`src/rtl/adc_backend_defs.svh`:
```
`ifndef ADC_BACKEND_DEFS_SVH
`define ADC_BACKEND_DEFS_SVH

// Core cycles per sample clock period
`define CYC_PER_SAMPLE 4
// Pipeline shape
`define NUM_STAGES 8
`define STAGE_W 2
`define ALIGN_W 18
`define DATA_W 10
// Sample clocks from capture to output load
`define LATENCY_CYC 6
`define LAT_CNT_W 3
`define FIFO_DEPTH 16
// Full-scale and reset values
`define CODE_MAX 10'h3ff
`define DATA_RST 10'h000

`endif

```
`src/rtl/adc_backend_pkg.sv`:
```
package adc_backend_pkg;
`include "adc_backend_defs.svh"

   // Partially assembled word travelling down the delay line
   typedef struct packed {
      logic vld;
      logic [`ALIGN_W-1:0] bits;
   } slot_s;

   typedef struct packed {
      slot_s [`NUM_STAGES:0] slot;
      logic corr_vld;
      logic [`DATA_W-1:0] corr;
      logic [`LAT_CNT_W-1:0] lat_cnt;
      logic [`DATA_W-1:0] data;
      logic data_vld;
      logic ovf;
   } core_state_s;

endpackage : adc_backend_pkg

```
`src/rtl/two_phase_gen.sv`:
```
`timescale 1ns/1ps
`default_nettype none
`include "adc_backend_defs.svh"
module two_phase_gen #(
   parameter int CYC_PER_SAMPLE = `CYC_PER_SAMPLE
) (
   input wire logic core_clk_in,
   input wire logic rst_n_in,
   output logic phi1_out,
   output logic phi2_out,
   output logic phi1_end_out,
   output logic phi2_end_out
);
   localparam int HALF = CYC_PER_SAMPLE / 2;

   typedef struct packed {
      logic [7:0] cnt;
      logic phi1;
      logic phi2;
      logic phi1_end;
      logic phi2_end;
   } phase_state_s;

   phase_state_s st_ff;
   phase_state_s nxt_st;

   initial begin
      if (CYC_PER_SAMPLE < 4 || CYC_PER_SAMPLE % 2 != 0 || CYC_PER_SAMPLE > 256) begin
         $error("two_phase_gen: CYC_PER_SAMPLE must be even, 4..256");
      end
   end

   // Gap cycle after each phase keeps the two phases apart [RULE1]
   always_comb begin
      nxt_st = st_ff;
      nxt_st.cnt = (st_ff.cnt == 8'(CYC_PER_SAMPLE - 1)) ? 8'h00 : st_ff.cnt + 8'h01;
      nxt_st.phi1 = (nxt_st.cnt < 8'(HALF - 1));
      nxt_st.phi2 = (nxt_st.cnt >= 8'(HALF)) && (nxt_st.cnt < 8'(CYC_PER_SAMPLE - 1));
      nxt_st.phi1_end = (nxt_st.cnt == 8'(HALF - 2));
      nxt_st.phi2_end = (nxt_st.cnt == 8'(CYC_PER_SAMPLE - 2));
   end

   always_ff @(posedge core_clk_in) begin
      if (!rst_n_in) begin
         st_ff <= '{cnt: 8'hff, default: 1'b0};
      end else begin
         st_ff <= nxt_st;
      end
   end

   assign phi1_out = st_ff.phi1;
   assign phi2_out = st_ff.phi2;
   assign phi1_end_out = st_ff.phi1_end;
   assign phi2_end_out = st_ff.phi2_end;
endmodule : two_phase_gen
`default_nettype wire

```
`src/rtl/sample_fifo.sv`:
```
`timescale 1ns/1ps
`default_nettype none
`include "adc_backend_defs.svh"
module sample_fifo #(
   parameter int WIDTH = `DATA_W,
   parameter int DEPTH = `FIFO_DEPTH
) (
   input wire logic core_clk_in,
   input wire logic rst_n_in,
   input wire logic in_valid_in,
   output logic in_ready_out,
   input wire logic [WIDTH-1:0] in_data_in,
   output logic out_valid_out,
   input wire logic out_ready_in,
   output logic [WIDTH-1:0] out_data_out
);
   localparam int AW = $clog2(DEPTH);

   typedef struct packed {
      logic [DEPTH-1:0][WIDTH-1:0] mem;
      logic [AW-1:0] rd;
      logic [AW-1:0] wr;
      logic [AW:0] cnt;
   } fifo_state_s;

   fifo_state_s st_ff;
   fifo_state_s nxt_st;
   logic push;
   logic pop;

   initial begin
      if (DEPTH < 2 || (1 << AW) != DEPTH || WIDTH < 1) begin
         $error("sample_fifo: DEPTH must be a power of two >= 2");
      end
   end

   assign in_ready_out = (st_ff.cnt != (AW + 1)'(DEPTH));
   assign out_valid_out = (st_ff.cnt != '0);
   assign out_data_out = st_ff.mem[st_ff.rd];
   assign push = in_valid_in && in_ready_out;
   assign pop = out_valid_out && out_ready_in;

   always_comb begin
      nxt_st = st_ff;
      if (push) begin
         nxt_st.mem[st_ff.wr] = in_data_in;
         nxt_st.wr = st_ff.wr + 1'b1;
      end
      if (pop) begin
         nxt_st.rd = st_ff.rd + 1'b1;
      end
      nxt_st.cnt = st_ff.cnt + (AW + 1)'(push) - (AW + 1)'(pop);
   end

   always_ff @(posedge core_clk_in) begin
      if (!rst_n_in) begin
         st_ff <= '0;
      end else begin
         st_ff <= nxt_st;
      end
   end
endmodule : sample_fifo
`default_nettype wire

```
`src/rtl/adc_backend.sv`:
```
// Operation
// RULE1 - Two non-overlapping phases are derived from the master sample clock.
// RULE2 - A sample is taken as the first phase ends.
// RULE3 - Eight two-bit stages feed the line, then a two-bit flash stage.
// RULE4 - Each stage samples in one phase and amplifies in the other.
// RULE5 - Successive stages run on opposite phases, half a sample apart.
// RULE6 - Each stage's two-bit code carries one redundant bit for correction.
// RULE7 - A sample-clocked delay line aligns all stage codes into eighteen bits. Here the line shifts on every half tick, twice per sample clock.
// RULE8 - Correction uses the redundant bits to yield one ten-bit result.
// RULE9 - Result appears after the sixth sample clock following capture.
// RULE10 - After the latency, one new result appears every sample clock.
// RULE11 - Every output word is offset binary.
// RULE12 - Most negative is all zeros, most positive all ones, midpoint splits.
// RULE13 - Output register updates once per sample clock and holds between.
`timescale 1ns/1ps
`default_nettype none
`include "adc_backend_defs.svh"
module adc_backend
   import adc_backend_pkg::*;
#(
   parameter int CYC_PER_SAMPLE = `CYC_PER_SAMPLE,
   parameter int LATENCY = `LATENCY_CYC,
   parameter int FIFO_DEPTH = `FIFO_DEPTH
) (
   input wire logic core_clk_in,
   input wire logic rst_n_in,
   // Stage k code on bits [2k+1:2k]; stage 8 is the flash stage
   input wire logic [`ALIGN_W-1:0] stage_bits_in,
   output logic phi1_out,
   output logic phi2_out,
   // Bit 9 is channel_output_msb, bit 0 channel_output_lsb
   output logic [`DATA_W-1:0] sample_word_out,
   output logic word_valid_out,
   output logic overflow_out
);
   localparam int NS = `NUM_STAGES;

   core_state_s st_ff;
   core_state_s nxt_st;
   logic phi1_end;
   logic phi2_end;
   logic half_tick;
   logic fifo_in_ready;
   logic fifo_out_valid;
   logic fifo_pop;
   logic [`DATA_W-1:0] fifo_out_data;
   logic primed;

   initial begin
      if (LATENCY < 6 || LATENCY > (1 << `LAT_CNT_W) - 1) begin
         $error("adc_backend: LATENCY out of range 6..7");
      end
      if (FIFO_DEPTH < LATENCY) begin
         $error("adc_backend: FIFO_DEPTH too small for LATENCY");
      end
   end

   // Weighted sum of overlapping stage codes; the redundant bit of each
   // stage lands on the next stage's MSB so carries fix stage errors.
   function automatic logic [`DATA_W-1:0] correct(input logic [`ALIGN_W-1:0] w);
      logic [`DATA_W+1:0] sum;
      sum = '0;
      for (int k = 0; k < NS; k++) begin
         sum = sum + ((`DATA_W + 2)'(w[2*k +: 2]) << (NS - k)); // [RULE6] [RULE8]
      end
      sum = sum + (`DATA_W + 2)'(w[2*NS +: 2]);
      // Illegal stage code 3 can overrun full scale; clamp to all ones
      if (sum > (`DATA_W + 2)'(`CODE_MAX)) begin
         correct = `CODE_MAX; // [RULE12]
      end else begin
         correct = sum[`DATA_W-1:0]; // [RULE11]
      end
   endfunction : correct

   two_phase_gen #(
      .CYC_PER_SAMPLE(CYC_PER_SAMPLE)
   ) u_phase (
      .core_clk_in(core_clk_in),
      .rst_n_in(rst_n_in),
      .phi1_out(phi1_out),
      .phi2_out(phi2_out),
      .phi1_end_out(phi1_end),
      .phi2_end_out(phi2_end)
   );

   // Stage results settle at the end of each phase, alternating [RULE4] [RULE5]
   assign half_tick = phi1_end || phi2_end;
   assign primed = (st_ff.lat_cnt == `LAT_CNT_W'(LATENCY));
   assign fifo_pop = phi1_end && primed;

   sample_fifo #(
      .WIDTH(`DATA_W),
      .DEPTH(FIFO_DEPTH)
   ) u_fifo (
      .core_clk_in(core_clk_in),
      .rst_n_in(rst_n_in),
      .in_valid_in(st_ff.corr_vld),
      .in_ready_out(fifo_in_ready),
      .in_data_in(st_ff.corr),
      .out_valid_out(fifo_out_valid),
      .out_ready_in(fifo_pop),
      .out_data_out(fifo_out_data)
   );

   always_comb begin
      nxt_st = st_ff;
      nxt_st.corr_vld = 1'b0;
      if (half_tick) begin
         // New sample enters at the end of the first phase [RULE2]
         nxt_st.slot[0].vld = phi1_end;
         nxt_st.slot[0].bits = '0;
         // Stage j-1 result joins the word that reached slot j [RULE3] [RULE7]
         for (int j = 1; j <= NS; j++) begin
            nxt_st.slot[j] = st_ff.slot[j-1];
            nxt_st.slot[j].bits[2*(j-1) +: 2] = stage_bits_in[2*(j-1) +: 2];
         end
         // Flash stage completes the eighteen-bit word [RULE7]
         if (st_ff.slot[NS].vld) begin
            nxt_st.corr_vld = 1'b1;
            nxt_st.corr = correct({stage_bits_in[2*NS +: 2],
                                   st_ff.slot[NS].bits[2*NS-1:0]}); // [RULE8]
         end
      end
      // Count sample clocks since the first capture [RULE9]
      if (phi1_end && !primed) begin
         nxt_st.lat_cnt = st_ff.lat_cnt + 1'b1;
      end
      // Load only on a sample clock, hold otherwise [RULE10] [RULE13]
      if (fifo_pop) begin
         nxt_st.data = fifo_out_data;
         nxt_st.data_vld = fifo_out_valid;
      end
      // Full buffer cannot stall the analog pipeline; flag lost words
      if (st_ff.corr_vld && !fifo_in_ready) begin
         nxt_st.ovf = 1'b1;
      end
   end

   always_ff @(posedge core_clk_in) begin
      if (!rst_n_in) begin
         st_ff <= '{data: `DATA_RST, default: '0};
      end else begin
         st_ff <= nxt_st;
      end
   end

   assign sample_word_out = st_ff.data;
   assign word_valid_out = st_ff.data_vld;
   assign overflow_out = st_ff.ovf;
endmodule : adc_backend
`default_nettype wire

```
`config.mk`:
```
export PLATFORM = sky130hd
export DESIGN_NAME = adc_backend
export DESIGN_NICKNAME = d
export VERILOG_FILES = /design/src/rtl/adc_backend_pkg.sv /design/src/rtl/two_phase_gen.sv /design/src/rtl/sample_fifo.sv /design/src/rtl/adc_backend.sv
export VERILOG_INCLUDE_DIRS = /design/src /design/src/rtl
export SDC_FILE = /design/constraint.sdc
export NUM_CORES = 1
export LEC_CHECK = 0
export CAP_MARGIN = 40
export CORE_MARGIN = 2
export CORE_UTILIZATION = 57
export DETAILED_ROUTE_END_ITERATION = 8
export DONT_BUFFER_PORTS = 1
export HOLD_SLACK_MARGIN = 0.03
export PLACE_DENSITY = 0.75
export RECOVER_POWER = 100
export SKIP_LAST_GASP = 1
export SLEW_MARGIN = 25
export SYNTH_ARGS = -nofsm -noshare
export SYNTH_HDL_FRONTEND = slang
export SYNTH_HIERARCHICAL = 1
export SYNTH_SLANG_ARGS = --single-unit
```
`constraint.sdc`:
```
create_clock -name core_clk_in -period 3.2 [get_ports core_clk_in]
set_clock_uncertainty 0.2 [all_clocks]
set_input_delay 0.64 -clock core_clk_in [delete_from_list [all_inputs] [get_ports core_clk_in]]
set_output_delay 0.64 -clock core_clk_in [all_outputs]
set_load 0.01 [all_outputs]
```
Word-level counts from Yosys, hierarchy flattened
Index checks and enable logic that the tools add are counted.
{ "word_totals": {"register_bits": 292, "latch_bits": 0, "ram_bits": 0, "romBits": 0, "inputBits": 20, "out_inout_bits": 14, "mem_count": 0} }
{ "op_classes": {"addsub": 14, "multipliers": 0, "div_mod_pow": 0, "magnitude_cmp": 7, "eq_ne": 4, "n_shift": 0, "muxes": 8, "bitwise": 0, "n_reduce_logical": 14} }
{ "ops": {"columns": ["operator", "n"], "rows": [
  ["bitwise mux 160 bit", 1],
  ["binary-select mux 10 bit (select 4 bit)", 1],
  ["demux 10 bit (select 4 bit)", 1],
  ["2-to-1 mux 10 bit", 3],
  ["equality test 8 x 2 -> 1 bit (second input constant)", 2],
  ["adder 11 x 8 -> 12 bit", 1],
  ["adder 12 x 2 -> 12 bit", 1],
  ["adder 12 x 3 -> 12 bit", 1],
  ["adder 12 x 4 -> 12 bit", 1],
  ["adder 12 x 5 -> 12 bit", 1],
  ["adder 12 x 6 -> 12 bit", 1],
  ["adder 12 x 7 -> 12 bit", 1],
  ["> comparator 12 x 10 -> 1 bit (second input constant)", 1],
  ["adder 10 x 9 -> 11 bit", 1],
  ["2-to-1 mux 11 bit", 1],
  ["< comparator 4 x 5 -> 1 bit (second input constant)", 2],
  ["adder 4 x 1 -> 4 bit (second input constant)", 2],
  ["adder 8 x 1 -> 8 bit (second input constant)", 1],
  ["greater-or-equal comparator 8 x 2 -> 1 bit (second input constant)", 1],
  ["logical NOT 8 bit", 1],
  ["< comparator 8 x 1 -> 1 bit (second input constant)", 1],
  ["< comparator 8 x 2 -> 1 bit (second input constant)", 1],
  ["2-to-1 mux 8 bit", 1],
  ["logical AND 1 bit", 7],
  ["10 further kinds", 12]
]} }

Logic depth before layout (Yosys ltp)
{ "depth": {"ltp_word": 11, "mapped_depth": 15} }

By module
Netlist, hierarchy kept.
{ "modules_own_cells": {"columns": ["module", "n_inst", "cells_each", "area_per_inst_um2"], "rows": [
  ["sample_fifo", 1, 715, 8230.4],
  ["adc_backend", 1, 505, 4331.7],
  ["two_phase_gen", 1, 63, 619.3]
]} }

Worst setup path after synthesis
OpenSTA, ideal clock, no wires.
{ "synth_timing": {"path_type": "register to register", "startpoint": "register u_fifo/st_ff[3] (netlist bit)", "endpoint": "register u_fifo/st_ff[4] (netlist bit)", "setup_time_ps": 116, "arrival_ps": 2776, "slack_ps": 108, "path_stages_with_launch": 15, "path_buffers": 1, "path_cell_list": "dfxtp_1 inv_1 ha_1 or4b_1 clkbuf_1 nand2_1 inv_1 ha_1 inv_1 ha_1 fa_1 a21oi_1 nor2_1 or3_1 and3_1"} }
{ "synth_lines": {"columns": ["item", "line_no", "text"], "rows": [
  ["start: declaration", "sample_fifo.sv:26", "fifo_state_s st_ff;"],
  ["start signal: assignment", "sample_fifo.sv:59", "st_ff <= nxt_st;"],
  ["nonzero test 5 bit", "sample_fifo.sv:38", "assign out_valid_out = (st_ff.cnt != '0);"],
  ["via fifo_out_valid", "adc_backend.sv:44", "logic fifo_out_valid;"],
  ["logical AND 1 bit", "sample_fifo.sv:41", "assign pop = out_valid_out && out_ready_in;"],
  ["via u_fifo.pop", "sample_fifo.sv:29", "logic pop;"],
  ["subtractor 5 x 1 -> 5 bit", "sample_fifo.sv:52", "nxt_st.cnt = st_ff.cnt + (AW + 1)'(push) - (AW + 1)'(pop);"]
]} }
The timed path passes the listed nets, and every way through them passes these cells.
A chain may end at the register's enable or synchronous reset.

Final worst setup path
Same ends and word-level chain as after synthesis.

==> summary.txt <==
Final layout
  – Diodes inserted: 0
  – Nets: 1302
  – Layout cells sized above 1: 8.93%
  – Most frequent cells in the layout: dfxtp_1 (291), nand2_1 (212), nor2b_1 (165), mux2i_1 (161), a21boi_0 (94)
  – Commonest non-fill, non-tap cell in the layout: dfxtp_1
  – Area Overhead vs Synth: 7.23%

Drt
  – Initial DRT Pass Iterations: 5
  – # DRC: 0
  – Antenna viol nets, final: 0
  – Post-Route WL: 26100 µm
  – Via count: 8576
  – DRT iter0 DRCs: 460
  – Vias per cell: 5.49
  – Routed wire per std cell: 16.7 µm

Synthesis
  – Number of synthesized flops with an enable pin: 0
  – Post-Syn Instances: 1283
  – Post-Syn Area per Cell: 10.3 µm²
  – Mapped Nets: 1330
  – YS warnings: 6
  – Post-synthesis sequential area ratio: 44.3%
  – Asr flop ratio synth: 0%
  – Dominant cells by area after synthesis: dfxtp_1 (44%), mux2i_1 (12%), nor2b_1 (7.8%)
  – Seq cells post-synth: 292
  – Top cell type's share of synthesized area: 44.3%
  – Most used flip-flop cell after synthesis: dfxtp_1
  – Largest area contributor in the synthesized netlist: dfxtp_1
  – Post-Syn Area: 0.0132 mm²
  – Synth unique cells: 62

Worst setup path
  – Required time worst endpoint: 3.44 ns
  – Worst EP arrival: 3.29 ns
  – Max FO, Critical Path: 3
  – Setup Crit Path Kind: flop to flop
  – Startpoint types: flop
  – CP Capture Type: flop

Timing
  – Min cycle time layout: 3.05 ns
  – Final hold vios: 0
  – Final setup violation count: 0
  – F_max: 0.328 GHz
  – Max transition margin: -3.11%
  – RSZ-0062 raised after global routing: false
  – Setup TNS: 0 ns
  – Part of the cycle the worst path needs: 95.4%
  – Slew Limit Fails: 82
  – Worst-Margin Slew: 1.55 ns

Placed design
  – DP HPWL: 15200 µm
  – IO Port Bufs: 0
  – Placer Congestion: 0.812

GRT
  – GRT Resource Usage Total: 21.3%
  – Largest net degree at the start of global routing: 276
  – Vias in the first global route: 8288
  – Global-route wire length before repair: 42300 µm
  – Overflow after GRT: 0
  – Initial antenna violation count: 0

Floorplan
  – DIE WIDTH: 156 µm
  – Initial core utilization: 58.2%
  – # IOs: 34
  – Die area: 0.0244 mm²
  – DIE HEIGHT: 156 µm
  – CORE AREA: 0.0226 mm²
  – Row cnt: 55

Pwr
  – Pwr Total: 7.22 mW
  – Leak pwr: 4.86 nW
  – P per Cell Area: 510 mW/mm²
  – Peak VDD IR: 0.437 mV

Clock tree
  – # clock sinks: 292
  – Num CTS Buffers: 30
  – Clock slew at reported path FFs: 0.06 ns
  – TritonCTS clock tree: built
  – # H-tree levels: 1
  – Root Driver: clkbuf_16
  – Worst-skew pair later-pin latency: 0.55 ns
  – Longest Clk Path Bufs: 3

Min path
  – Tightest Hold Check Type: primary input to flop

Job
  – Max-cap violation count: 1

Run status
  – Outcome: complete, but fails checks
  – Violated checks: capacitance limit, slew limit
final cells by class:
type	instances	area (µm²)
fillers	1851	8510
multi-input cells	868	6610
flip-flops and latches	292	5850
clock buffers	48	900
well taps	285	357
repair buffers	45	297
inverters	18	67.6
clock inverters	6	58.8
synthesized netlist by cell type (3+ instances only):
cell type  number
and2_1         14
o21a_1          7
nor2b_1       165
nand4_1         6
ha_1           25
nor4b_4         6
a22oi_1        20
xor2_1          8
buf_4          21
mux4_2         40
buf_1           4
nor3b_1         3
mux2i_1       161
nor2_1          8
a21o_1          3
o21ai_0        12
inv_1          17
clkbuf_1       54
nand2_1       213
dfxtp_1       292
and3_1          5
nor3_1          7
buf_6           8
a21boi_0       94
a21oi_1        15
buf_2          18
o221a_1         3
xnor2_1        10
nand3_1         7
metrics by stage:
step	std cells	instance area, µm²	utilization (%)	hold slack, ns	worst slack (ns)
final	1562	14100	62.4	0.0429	0.147
after CTS	1560	14300	63.3	0.0305	0.0430
after global routing	1562	14100	62.4	0.0293	0.0251
after floorplan	1283	13200	-	0.239	0.108
after global placement	1492	13200	58.5	0.247	0.107
after detailed placement	1492	13200	58.5	0.254	0.0678
report_power, final:
part | internal, mW | total, mW | switching [mW]
Sequential | 3.65 | 3.69 | 0.0336
Combinational | 0.0947 | 0.146 | 0.0514
Clock | 1.99 | 3.38 | 1.39
Total | 5.74 | 7.22 | 1.47
per-layer routing:
| metal | vias up | track usage (%) | part of all wire, % |
|---|---|---|---|
| li1 | 4307 | - | - |
| met1 | 4105 | 27.7 | 46 |
| met2 | 125 | 37.9 | 49 |
| met3 | 39 | 2.78 | 3.0 |
| met4 | 0 | 4.98 | 2.0 |
| met5 | - | 0 | 0 |
logic make-up after synthesis:
group | Yosys count | synth area share [%]
AO/OA/AOI/OAI | 171 | 9.81
XOR/XNOR | 18 | 1.20
adder cells (fa/ha/maj) | 27 | 2.68
buffers and inverters | 123 | 4.73
flip-flops | 292 | 44.3
multiplexers | 201 | 19.1
AND/OR/NAND/NOR | 451 | 18.2
worst paths after layout:
check	slack (ns)	cells past startpoint	to	start
setup / recovery	0.15	13	u_fifo/st_ff[4]$_SDFF_PN0_	u_fifo/st_ff[3]$_SDFF_PN0_
hold reg to reg	0.26	2	st_ff[168]$_SDFFE_PN0N_	st_ff[168]$_SDFFE_PN0N_
setup reg to reg	0.15	13	u_fifo/st_ff[4]$_SDFF_PN0_	u_fifo/st_ff[3]$_SDFF_PN0_
hold / removal	0.04	1	st_ff[171]$_SDFFE_PN0N_	rst_n_in
worst max-delay path, stage by stage, from the launching register on:
cell	delay, ns
dfxtp_1	0.32
inv_1	0.08
ha_1	0.16
or4b_4	0.49
nand2_4	0.10
inv_1	0.04
ha_1	0.26
inv_1	0.04
ha_2	0.18
fa_2	0.38
a21oi_2	0.14
nor2_1	0.06
or3_1	0.33
and3_1	0.18
state kept, by name, summed over array words and instances (netlist names):
signal	count
overflow_out	1
word_valid_out	1
sample_word_out	10
u_phase/phi1_end_out	1
u_fifo/st_ff	173
u_phase/phi2_end_out	1
u_phase/phi1_out	1
st_ff	95
u_phase/st_ff	8
u_phase/phi2_out	1
repair_timing:
| action | in CTS | in global routing |
|---|---|---|
| endpoints found under the hold margin | 27 | 0 |
| buffers inserted | 0 | 1 |
| gates resized for setup | 0 | 7 |
| hold buffers | 14 | 0 |
| setup endpoints to repair | 0 | 1 |
Note: power is estimated with default switching activity, not from simulation.
